[src/design/rpmt_map.vh]
// Constants for the servo-pulse motion target block: timing, limits and reset values
`ifndef RPMT_MAP_VH
`define RPMT_MAP_VH

// ****************************************************************
// Timing
// ****************************************************************
`define RPMT_CLK_PERIOD_NS  10
`define RPMT_TICK_NS        1000
`define RPMT_TICK_CYC       (`RPMT_TICK_NS / `RPMT_CLK_PERIOD_NS)

// ****************************************************************
// Accepted servo pulse widths and width counter saturation, microseconds
// ****************************************************************
`define RPMT_PULSE_MIN_US   12'h1F4
`define RPMT_PULSE_MAX_US   12'h9C4
`define RPMT_WIDTH_SAT      12'hFFF

// ****************************************************************
// Scaling arithmetic
// ****************************************************************
`define RPMT_FRAC_BITS      16
`define RPMT_ONE            17'h10000
`define RPMT_DIV_STEPS      5'h1C

// ****************************************************************
// Configuration reset values
// ****************************************************************
`define RPMT_INMAX_RST      12'h7D0
`define RPMT_NMAX_RST       12'h60E
`define RPMT_NMIN_RST       12'h5AA
`define RPMT_INMIN_RST      12'h3E8
`define RPMT_TMAX_RST       32'h000000C8
`define RPMT_TMIN_RST       32'hFFFFFF38
`define RPMT_DEG_RST        3'h1

`endif

[src/design/rpmt_top.v]
// Servo pulse to stepper motion target: scaling, neutral band, safe start, relearn and fault line
//
// Operation
// RL1: The fault line output is driven high while this device has an error of its own and low otherwise.
// RL2: A high level sensed on the fault line is an error unless the ignore-fault-high setting is set.
// RL3: In position mode after reset no target is issued until a valid pulse arrives, which is then learned as current position.
// RL4: Any error marks the position uncertain, and it is relearned from the next valid pulse once the error is gone.
// RL5: In position mode neutral maps to 0, the input maximum to the target maximum and the input minimum to the target minimum.
// RL6: Scaling uses input maximum, neutral upper and lower bounds, input minimum and an inversion flag that swaps the extremes.
// RL7: Target maximum resets to 200 and target minimum to -200.
// RL8: The configuring party keeps target maximum at or above zero and target minimum at or below zero.
// RL9: In speed mode neutral maps to velocity 0, the maximum input to target maximum and the minimum to target minimum.
// RL10: With safe start enabled the motor stays de-energized and a violation is flagged until the input has been neutral; code clears the flag during errors.
// RL11: Scaling degree resets to 1 (linear); higher degrees raise the input fraction to that power.
// RL12: Motor direction inversion negates the issued target.
// RL13: Inputs between the neutral bounds give exactly zero and count as neutral for safe start.
`timescale 1ns/1ps
`default_nettype none
`include "rpmt_map.vh"

module rpmt_top #(
    // Clock cycles per microsecond tick, 2 to 128; a bench may shorten it to keep runs brief
    parameter integer TICK_CYC = `RPMT_TICK_CYC
) (
    // Clock and reset
    input  wire        clk_sys,
    input  wire        rst_n,
    // Pins
    input  wire        servo_pulse_input,
    input  wire        fault_line_in,
    output reg         fault_line_out_r,
    // Own error source, same clock
    input  wire        err_condition,
    // Configuration
    input  wire        cfg_wr,
    input  wire        cfg_speed_mode,
    input  wire [11:0] cfg_input_max,
    input  wire [11:0] cfg_neutral_max,
    input  wire [11:0] cfg_neutral_min,
    input  wire [11:0] cfg_input_min,
    input  wire        cfg_invert_input,
    input  wire [31:0] cfg_target_max,
    input  wire [31:0] cfg_target_min,
    input  wire [2:0]  cfg_scaling_degree,
    input  wire        cfg_invert_motor,
    input  wire        cfg_safe_start_off,
    input  wire        cfg_ignore_fault_high,
    // Motion target and status
    output reg  [31:0] motion_target_r,
    output reg         target_strobe_r,
    output reg         learn_position_r,
    output reg         motor_energized_r,
    output reg         safe_start_viol_r,
    output reg         pos_uncertain_r,
    output reg         error_active_r
);

    localparam integer TICK_LAST_I = TICK_CYC - 1;
    localparam [6:0]   TICK_LAST   = TICK_LAST_I[6:0];

    localparam [4:0] ST_IDLE = 5'h01;
    localparam [4:0] ST_DIV  = 5'h02;
    localparam [4:0] ST_POW  = 5'h04;
    localparam [4:0] ST_MUL  = 5'h08;
    localparam [4:0] ST_OUT  = 5'h10;

    // Distance beyond a neutral bound, clamped to the span
    function [11:0] dist_clamp;
        input [11:0] far;
        input [11:0] near;
        input [11:0] span;
        reg   [11:0] d;
        begin
            d = far - near;
            dist_clamp = (d > span) ? span : d;
        end
    endfunction

    // ****************************************************************
    // Configuration
    // ****************************************************************
    reg        speed_mode_r;
    reg [11:0] input_max_r;
    reg [11:0] neutral_max_r;
    reg [11:0] neutral_min_r;
    reg [11:0] input_min_r;
    reg        invert_input_r;
    reg [31:0] target_max_r;
    reg [31:0] target_min_r;
    reg [2:0]  degree_r;
    reg        invert_motor_r;
    reg        safe_off_r;
    reg        ignore_fault_r;

    always @(posedge clk_sys) begin
        if (!rst_n) begin
            speed_mode_r   <= 1'b0;
            input_max_r    <= `RPMT_INMAX_RST;
            neutral_max_r  <= `RPMT_NMAX_RST;
            neutral_min_r  <= `RPMT_NMIN_RST;
            input_min_r    <= `RPMT_INMIN_RST;
            invert_input_r <= 1'b0;
            target_max_r   <= `RPMT_TMAX_RST; // RL7
            target_min_r   <= `RPMT_TMIN_RST; // RL7
            degree_r       <= `RPMT_DEG_RST; // RL11
            invert_motor_r <= 1'b0;
            safe_off_r     <= 1'b0;
            ignore_fault_r <= 1'b0; // RL2
        end else if (cfg_wr) begin
            speed_mode_r   <= cfg_speed_mode;
            input_max_r    <= cfg_input_max;
            neutral_max_r  <= cfg_neutral_max;
            neutral_min_r  <= cfg_neutral_min;
            input_min_r    <= cfg_input_min;
            invert_input_r <= cfg_invert_input;
            target_max_r   <= cfg_target_max;
            target_min_r   <= cfg_target_min;
            degree_r       <= cfg_scaling_degree;
            invert_motor_r <= cfg_invert_motor;
            safe_off_r     <= cfg_safe_start_off;
            ignore_fault_r <= cfg_ignore_fault_high;
        end
    end

    // ****************************************************************
    // Pin synchronisers and microsecond tick
    // ****************************************************************
    reg [2:0] pulse_sync_r;
    reg [2:0] fault_sync_r;
    reg       pulse_f_r;
    reg       fault_f_r;
    reg [6:0] div_cnt_r;
    reg       tick_r;

    always @(posedge clk_sys) begin
        if (!rst_n) begin
            pulse_sync_r <= 3'h0;
            fault_sync_r <= 3'h0;
            pulse_f_r    <= 1'b0;
            fault_f_r    <= 1'b0;
            div_cnt_r    <= 7'h00;
            tick_r       <= 1'b0;
        end else begin
            pulse_sync_r <= {pulse_sync_r[1:0], servo_pulse_input};
            fault_sync_r <= {fault_sync_r[1:0], fault_line_in};
            if (pulse_sync_r[1] == pulse_sync_r[2]) begin
                pulse_f_r <= pulse_sync_r[2];
            end
            if (fault_sync_r[1] == fault_sync_r[2]) begin
                fault_f_r <= fault_sync_r[2];
            end
            tick_r    <= (div_cnt_r == TICK_LAST);
            div_cnt_r <= (div_cnt_r == TICK_LAST) ? 7'h00 : div_cnt_r + 7'h01;
        end
    end

    // ****************************************************************
    // Pulse width measurement
    // ****************************************************************
    reg        pulse_d_r;
    reg [11:0] width_cnt_r;
    reg [11:0] width_r;
    reg        width_ok_r;

    always @(posedge clk_sys) begin
        if (!rst_n) begin
            pulse_d_r   <= 1'b0;
            width_cnt_r <= 12'h000;
            width_r     <= 12'h000;
            width_ok_r  <= 1'b0;
        end else begin
            pulse_d_r  <= pulse_f_r;
            width_ok_r <= 1'b0;
            if (pulse_f_r && !pulse_d_r) begin
                width_cnt_r <= 12'h000;
            end else if (pulse_f_r && tick_r && width_cnt_r != `RPMT_WIDTH_SAT) begin
                width_cnt_r <= width_cnt_r + 12'h001;
            end
            // Out-of-range pulses are dropped so glitches never become targets
            if (!pulse_f_r && pulse_d_r) begin
                width_r    <= width_cnt_r;
                width_ok_r <= (width_cnt_r >= `RPMT_PULSE_MIN_US) && (width_cnt_r <= `RPMT_PULSE_MAX_US);
            end
        end
    end

    // ****************************************************************
    // Scaling engine
    // ****************************************************************
    wire        above_w  = width_r > neutral_max_r;
    wire        below_w  = width_r < neutral_min_r;
    wire [11:0] span_up  = input_max_r - neutral_max_r;
    wire [11:0] span_dn  = neutral_min_r - input_min_r;

    reg [4:0]  state_r;
    reg        upper_r;
    reg        neutral_r;
    reg [11:0] span_r;
    reg [27:0] dividend_r;
    reg [12:0] rem_r;
    reg [16:0] quo_r;
    reg [4:0]  step_r;
    reg [16:0] base_r;
    reg [16:0] frac_r;
    reg [2:0]  pow_cnt_r;
    reg [31:0] result_r;

    wire [12:0] rem_sh   = {rem_r[11:0], dividend_r[27]};
    wire        rem_ge   = rem_sh >= {1'b0, span_r};
    // A zero span means the bound is the extreme, so any move is full scale
    wire [16:0] quo_fin  = (span_r == 12'h000) ? `RPMT_ONE : {quo_r[15:0], rem_ge};
    wire [33:0] pow_prod = frac_r * base_r;
    // Extremes are swapped by the input inversion flag
    wire [31:0] tgt_sel  = (upper_r ^ invert_input_r) ? target_max_r : target_min_r; // RL6 RL5 RL9
    wire signed [49:0] mul_prod = $signed(tgt_sel) * $signed({1'b0, frac_r});

    always @(posedge clk_sys) begin
        if (!rst_n) begin
            state_r    <= ST_IDLE;
            upper_r    <= 1'b0;
            neutral_r  <= 1'b0;
            span_r     <= 12'h000;
            dividend_r <= 28'h0000000;
            rem_r      <= 13'h0000;
            quo_r      <= 17'h00000;
            step_r     <= 5'h00;
            base_r     <= 17'h00000;
            frac_r     <= 17'h00000;
            pow_cnt_r  <= 3'h0;
            result_r   <= 32'h00000000;
        end else begin
            case (state_r)
                ST_IDLE: begin
                    if (width_ok_r) begin
                        upper_r    <= above_w;
                        neutral_r  <= !above_w && !below_w;
                        span_r     <= above_w ? span_up : span_dn;
                        dividend_r <= {(above_w ? dist_clamp(width_r, neutral_max_r, span_up)
                                                : dist_clamp(neutral_min_r, width_r, span_dn)), 16'h0000}; // RL6
                        rem_r      <= 13'h0000;
                        quo_r      <= 17'h00000;
                        step_r     <= `RPMT_DIV_STEPS;
                        if (!above_w && !below_w) begin
                            result_r <= 32'h00000000; // RL13 RL5 RL9
                            state_r  <= ST_OUT;
                        end else begin
                            state_r  <= ST_DIV;
                        end
                    end
                end
                ST_DIV: begin
                    rem_r      <= rem_ge ? rem_sh - {1'b0, span_r} : rem_sh;
                    quo_r      <= {quo_r[15:0], rem_ge};
                    dividend_r <= {dividend_r[26:0], 1'b0};
                    step_r     <= step_r - 5'h01;
                    if (step_r == 5'h01) begin
                        // Seed the power loop with the finished quotient, never a stale one
                        base_r  <= quo_fin;
                        frac_r  <= quo_fin;
                        state_r <= ST_POW;
                    end
                    pow_cnt_r <= (degree_r > 3'h1) ? degree_r - 3'h1 : 3'h0;
                end
                ST_POW: begin
                    if (pow_cnt_r == 3'h0) begin
                        state_r <= ST_MUL;
                    end else begin
                        frac_r    <= pow_prod[32:16]; // RL11
                        pow_cnt_r <= pow_cnt_r - 3'h1;
                    end
                end
                ST_MUL: begin
                    result_r <= mul_prod[47:16];
                    state_r  <= ST_OUT;
                end
                ST_OUT: begin
                    state_r <= ST_IDLE;
                end
                default: begin
                    state_r <= ST_IDLE;
                end
            endcase
        end
    end

    // ****************************************************************
    // Error, relearn, safe start and outputs
    // ****************************************************************
    wire error_now = err_condition || (fault_f_r && !ignore_fault_r); // RL2
    reg  safe_ok_r;
    reg  pulse_seen_r;

    always @(posedge clk_sys) begin
        if (!rst_n) begin
            fault_line_out_r  <= 1'b0;
            error_active_r    <= 1'b0;
            pos_uncertain_r   <= 1'b1;
            safe_ok_r         <= 1'b0;
            pulse_seen_r      <= 1'b0;
            motion_target_r   <= 32'h00000000;
            target_strobe_r   <= 1'b0;
            learn_position_r  <= 1'b0;
            motor_energized_r <= 1'b0;
            safe_start_viol_r <= 1'b0;
        end else begin
            // Only own errors drive the line, otherwise a sensed high would latch every device forever
            fault_line_out_r <= err_condition; // RL1
            error_active_r   <= error_now;
            target_strobe_r  <= 1'b0;
            learn_position_r <= 1'b0;
            if (error_now) begin
                pos_uncertain_r <= 1'b1; // RL4
                safe_ok_r       <= 1'b0; // RL10
            end else if (state_r == ST_OUT) begin
                pulse_seen_r    <= 1'b1;
                motion_target_r <= invert_motor_r ? 32'h00000000 - result_r : result_r; // RL12
                target_strobe_r <= 1'b1;
                if (neutral_r) begin
                    safe_ok_r <= 1'b1; // RL13 RL10
                end
                if (!speed_mode_r && pos_uncertain_r) begin
                    learn_position_r <= 1'b1; // RL3 RL4
                    pos_uncertain_r  <= 1'b0;
                end
            end
            motor_energized_r <= !error_now && pulse_seen_r && (safe_off_r || safe_ok_r)
                                 && (speed_mode_r || !pos_uncertain_r); // RL10 RL3
            safe_start_viol_r <= !error_now && !safe_off_r && !safe_ok_r; // RL10
        end
    end

endmodule
`default_nettype wire

[config.mk]
export PLATFORM = sky130hd
export DESIGN_NAME = rpmt_top
export DESIGN_NICKNAME = d
export VERILOG_FILES = /design/src/design/rpmt_top.v
export VERILOG_INCLUDE_DIRS = /design/src /design/src/design
export SDC_FILE = /design/constraint.sdc
export NUM_CORES = 2
export LEC_CHECK = 0
export ABC_CLOCK_PERIOD_IN_PS = 17950
export BUFFER_PORTS_ARGS = -buffer_cell sky130_fd_sc_hd__buf_2
export CORE_UTILIZATION = 40
export DETAILED_ROUTE_END_ITERATION = 12
export HOLD_SLACK_MARGIN = 0.15
export SYNTH_ARGS = -nofsm -noshare
export SYNTH_HDL_FRONTEND = slang
export SYNTH_SLANG_ARGS = --single-unit
[constraint.sdc]
create_clock -name clk_sys -period 17.95 [get_ports clk_sys]
set_input_delay 2.6925 -clock clk_sys [delete_from_list [all_inputs] [get_ports clk_sys]]
set_output_delay 2.6925 -clock clk_sys [all_outputs]
set_load 0.01 [all_outputs]
**Yosys cells after proc, flatten, opt, wreduce, memory -nomap -nowiden**

Index checks and enable logic that the tools add are counted.

- Register bits after elaboration: 352
- Input port bits: 126

- Bitwise logic cells: 4
- Multipliers: 2
- Multiplexer cells: 32
- Equal/unequal tests: 15
- $add $sub $neg: 11
- Reduce and logical (&&, ||, !) cells: 46
- Magnitude comparators: 8

Operators with widths:

| kind | number |
|---|---|
| $mux W32 | 4 |
| $mux W12 | 6 |
| $pmux W32 S2 | 1 |
| $sub A12 B12 Y12 | 5 |
| $pmux W28 S2 | 1 |
| $mux W17 | 3 |
| $mul A32 B18 Y48 | 1 |
| $gt A12 B12 Y1 | 3 |
| $pmux W17 S2 | 1 |
| $mul A17 B17 Y33 | 1 |
| $pmux W16 S2 | 1 |
| $sub A1 B32 Y32 const A | 1 |
| $mux W28 | 1 |
| $mux W5 | 5 |
| $pmux W12 S2 | 1 |
| $pmux W5 S4 | 1 |
| $mux W16 | 1 |
| $reduce_and A2 Y1 | 8 |
| $ge A13 B12 Y1 | 1 |
| $logic_and A1 B1 Y1 | 13 |
| $add A12 B1 Y12 const B | 1 |
| $ge A12 B9 Y1 const B | 1 |
| $le A12 B12 Y1 const B | 1 |
| $logic_not A12 Y1 | 1 |
| other kinds (27) | 55 |

**Longest topological paths before layout**

- Depth in word-level cells: 7
- Mapped depth: 28
- Mapped depth without buffers: 25

**Worst setup path after synthesis**

Ideal clock, no wire load.

- Path kind: register to register
- From: register invert_input_r
- To: register result_r[25]
- Setup time: 117 ps
- Slack: 10599 ps
- Clock period less this slack: 7351 ps
- Stages on the path, launching flop included: 26
- Required time: 17833 ps
- Arrival: 7234 ps
- Path through: dfxtp_1 xor2_1 clkbuf_1 mux2i_1 clkbuf_1 nor2b_1 fa_1 inv_1 fa_1 fa_1 fa_1 inv_1 fa_1 inv_1 fa_1 inv_1 ha_1 nand2_1 a2111oi_0 o211ai_1 nand3_1 a21oi_1 o21bai_2 a21oi_1 or3_1 a32o_1

- Word-level cells in the longest chain between the ends: 4

Ends and longest elaborated chain:

| item | RTL line | text |
|---|---|---|
| start, declared | rpmt_top.v:87 | `reg invert_input_r;` |
| start signal, assigned | rpmt_top.v:115 | `invert_input_r <= cfg_invert_input;` |
| $xor A1 B1 Y1 | rpmt_top.v:214 | `wire [31:0] tgt_sel = (upper_r ^ invert_input_r) ? target_max_r : target_min_r;` |
| $mux W32 | rpmt_top.v:214 |  |
| $mul A32 B18 Y48 | rpmt_top.v:215 | `wire signed [49:0] mul_prod = $signed(tgt_sel) * $signed({1'b0, frac_r});` |
| $pmux W32 S2 | rpmt_top.v:232 | `case (state_r)` |
| end signal, assigned | rpmt_top.v:273 | `result_r <= mul_prod[47:16];` |
| end, declared | rpmt_top.v:206 | `reg [31:0] result_r;` |

No other way between the ends.
A chain may end at the register's enable or synchronous reset.

**Final worst setup path**

- From: register upper_r
- To: register result_r[25]

- Word-level cells in the longest chain between the ends: 4

Ends and longest elaborated chain:

| item | RTL line | text |
|---|---|---|
| start, declared | rpmt_top.v:196 | `reg upper_r;` |
| start signal, assigned | rpmt_top.v:235 | `upper_r <= above_w;` |
| $xor A1 B1 Y1 | rpmt_top.v:214 |  |
| $mux W32 | rpmt_top.v:214 |  |
| $mul A32 B18 Y48 | rpmt_top.v:215 |  |
| $pmux W32 S2 | rpmt_top.v:232 |  |

No other way between the ends.

==> results by group <==
Cells and area
  • Most common cell after layout, fill and taps aside: inv_1
  • Area of the multi-input gates: around 0.032 mm²
  • P&R area growth vs syn: 8.122%
  • Nets: roughly 6.2k
  • Filler cells: about 11k
  • Commonest non-fill, non-tap cells in the layout: inv_1, fa_1, nand2_1, dfxtp_1, and2_1
  • Seq. cell area: approximately 0.0067 mm²
  • Layout cells sized above 1: 0.07198

GRT
  • Pin count of the biggest net entering global routing: between 70 and 80
  • First-pass GRT wire length: about 190 mm
  • Vias in the first global route: around 34k
  • Grt ovf: 0
  • Total track usage: 0.2190
  • Initial antenna violation count: 2

Route
  • Post-DRT Antenna Nets: 0
  • Total Wirelength: 117.7 mm
  • Wire length per cell: between 15 and 20 µm
  • Via count: 32.95k
  • DRC: 0
  • Starting DRC count in detailed routing: 1988
  • Vias/cell: approximately 5.1
  • DRT Pass-1 Iters: 7

Synthesis
  • Asr flop ratio synth: 0
  • Synth cell types: 77
  • Post-synth net total: around 6.2k
  • Syn avg cell area: a little under 9 µm²
  • Sequential area share after synthesis: 0.1533
  • Yosys warnings: 0
  • Top FF cell, synth: dfxtp_1
  • Yosys reg bits: approximately 340
  • Synthesized instance count: ~5k
  • Post-synthesis cell area: 0.04387 mm²
  • EDFF count, synth: 0

Clocking
  • H-tree levels: 2
  • Setup Buffers After CTS: 0
  • CTS tree: built
  • PostCTS Resize Cnt: 0
  • Clk slew on worst S/H paths: 0.06 ns
  • Clock buffer count from CTS: 43
  • Root buffer cell: clkbuf_16
  • Clk_lat worst skew: between 0.6 and 0.7 ns
  • Clk sinks: between 300 and 400
  • Hold_buf cts: 0
  • Clk buf depth: 3

Timing
  • Count of pins over their slew limit: 0
  • Rel. slew slack: 0.06045
  • Fin. Hold Viols: 0
  • Unrepaired setup endpoints after global routing: no
  • Period minus WS final: between 8 and 9 ns
  • # setup viols final: 0
  • TNS Setup: 0 ns
  • Fin Hold WS: 0.4307 ns
  • Fmax: between 100 and 150 MHz
  • Setup Skew: around 0.032 ns
  • Slew @ Worst Pin: ~1.4 ns
  • Period Utilization, post-route: 0.4893

Setup path
  • Cell seen most often among critical-path stages: fa_1
  • Crit-path slowest cell: mux2i_2
  • Crit path kind: reg2reg
  • Crit path capture type: register
  • Reg2Reg Depth: 24
  • Critical path arrival: 9.30 ns
  • Worst path cell trace: xor2_4, buf_4, mux2i_2, nor2b_1, fa_1, inv_1, fa_1, fa_1, fa_1, inv_1, fa_1, inv_1, fa_1, inv_1, ha_1, nand2_1, a2111oi_0, o211ai_1, nand3_1, a21oi_1, o21bai_2, a21oi_1, or3_1, a32o_1
  • FF-to-FF setup slack: just over 9 ns
  • Delay-heaviest family, CP: adder cells
  • Worst r2r dst: result_r[25]
  • Crit path largest cell delay: between 1 and 1.5 ns
  • Critical Path Source Type: register
  • Critical path peak fanout: 32
  • Reg-to-Reg Start: upper_r
  • Data required, critical path: ~18 ns
  • Crit path launch: upper_r
  • Buf/Inv on CP: 5

Floorplanning
  • # IOs: 165
  • Die height: ~330 µm
  • Die area: 0.1110 mm²
  • Initial Utilization: 0.4031
  • Die Span X: between 300 and 400 µm
  • Site Rows: 121
  • Core area: ~0.11 mm²

Pwr
  • Pwr dens: approximately 43 mW/mm²
  • Max IR drop VDD: slightly below 0.08 mV
  • Leakage: about 23 nW

Place
  • IO buf count: between 150 and 200
  • RePlAce Congestion: slightly below 0.9
  • Hpwl dp: approximately 88 mm

Run status
  • Status: finished, final reports clean

Worst hold path
  • Worst hold path stage count: 1
  • Hold endpoint: fault_sync_r[1]
  • Min-delay src: fault_sync_r[0]
  • HP Class: reg2reg

Flow run
  • Max cap viols: 0
where the power goes:
group | switching, W | leakage, nW | internal (W)
Clock | 0.000392 | 0.741 | 0.000544
Combinational | 0.000195 | 19.7 | 0.000108
Sequential | 0.0000132 | 2.74 | 0.000764
Total | 0.000601 | 23.2 | 0.00142
worst register-to-register path, stage by stage (launching register included):
cell	delay [ns]
dfxtp_1	0.44
xor2_4	0.15
buf_4	0.47
mux2i_2	1.06
nor2b_1	0.17
fa_1	0.58
inv_1	0.05
fa_1	0.55
fa_1	0.44
fa_1	0.56
inv_1	0.05
fa_1	0.47
inv_1	0.05
fa_1	0.47
inv_1	0.04
ha_1	0.31
nand2_1	0.06
a2111oi_0	0.67
o211ai_1	0.27
nand3_1	0.32
a21oi_1	0.32
o21bai_2	0.36
a21oi_1	0.16
or3_1	0.39
a32o_1	0.26
cells by family (layout without fill, tap and decap cells):
group                      count (synthesis)  count (layout)  share of synthesized area
AOI/OAI and AO/OA                        547             547                    0.08188
DFF                                      336             336                     0.1533
buffers and inverters                   1259            1300                     0.1088
muxes                                    181             181                    0.04224
adders and majority gates               1036            1036                     0.4209
xor gates and xnor gates                 159             159                    0.03174
and+or+nand+nor                         1484            1484                     0.1611
other                                      0               1                          0
worst max-delay path by stage:
stage / to / slack (ns) / depth (start not counted)
3_3_place_gp: result_r[25] / 9.30 / 24
6_report: result_r[25] / 9.17 / 24
2_1_floorplan: result_r[25] / 10.60 / 25
3_5_place_dp: result_r[25] / 9.14 / 24
5_1_grt: result_r[25] / 8.53 / 24
4_1_cts: result_r[25] / 9.11 / 24
layout make-up:
cell class                 count  share of cell area
clock buffer                  55             0.02553
tap                         1414             0.03730
sequential                   336              0.1421
antenna                        1          0.00005275
multi-input combinational   3407              0.6836
clock inverter                23            0.006489
timing repair buffer         210             0.02477
inverter                    1012             0.08018
metal layers:
layer	vias to the layer above	GRT usage	routed length, µm
met2	675	0.3680	56210
met3	119	0.03087	5921
li1	15396	-	-
met1	16757	0.2979	52930
met5	-	0	21
met4	4	0.04902	2613
through the flow:
stage                     instance area, µm²  setup WS (ns)  power [W]  instances  utilization
after detailed placement               45920          9.137   0.001092       6379       0.4218
final                                  47440          9.168   0.002017       6458       0.4358
after global placement                 45920          9.296   0.001089       6379       0.4218
after CTS                              47430          9.112   0.002044       6457       0.4358
after global routing                   47430          8.534   0.002103       6457       0.4358
after floorplan                        43870          10.60  0.0009855       5002            -
cell usage after synthesis (4+ instances only):
master       n  area (µm²)
inv_1     1012        3799
fa_1       733       14670
nand2_1    635        2384
dfxtp_1    336        6726
and2_1     315        1971
ha_1       303        3791
nor2_1     260       975.9
clkbuf_1   231       867.1
a21oi_1    158       790.8
mux2i_1    148        1481
nor2b_1    100       625.6
o21ai_0     98       490.5
xnor2_1     92       805.8
xor2_1      67       586.8
a21o_1      49       367.9
a211oi_1    47       352.8
a22oi_1     41       307.8
nand3_1     39       195.2
mux2_2      33       371.6
o211ai_1    27       202.7
nor3_1      25       125.1
nand2b_1    23       143.9
nand4_1     21       131.4
o21a_1      14       105.1
o31ai_1     14       105.1
o21bai_1    13       97.59
and3_1      10       62.56
or3_1       10       62.56
a221oi_1     9       78.83
a31oi_1      9       56.30
buf_1        9       33.78
nor4_1       9       56.30
o41ai_1      9       78.83
o221ai_1     8       70.07
a22o_1       5       43.79
a311oi_1     5       43.79
and4_1       5       43.79
or2_2        5       31.28
a21boi_0     4       30.03
a32o_1       4       40.04
nor4b_1      4       35.03
o31a_1       4       35.03
registers in the layout, summed over array words and instances, names as in the netlist, 16 cells and up:
signal,flops
quo_r,16
motion_target_r,32
result_r,32
target_max_r,32
base_r,17
frac_r,17
target_min_r,32
No activity file was read; power rests on OpenSTA's default activity.
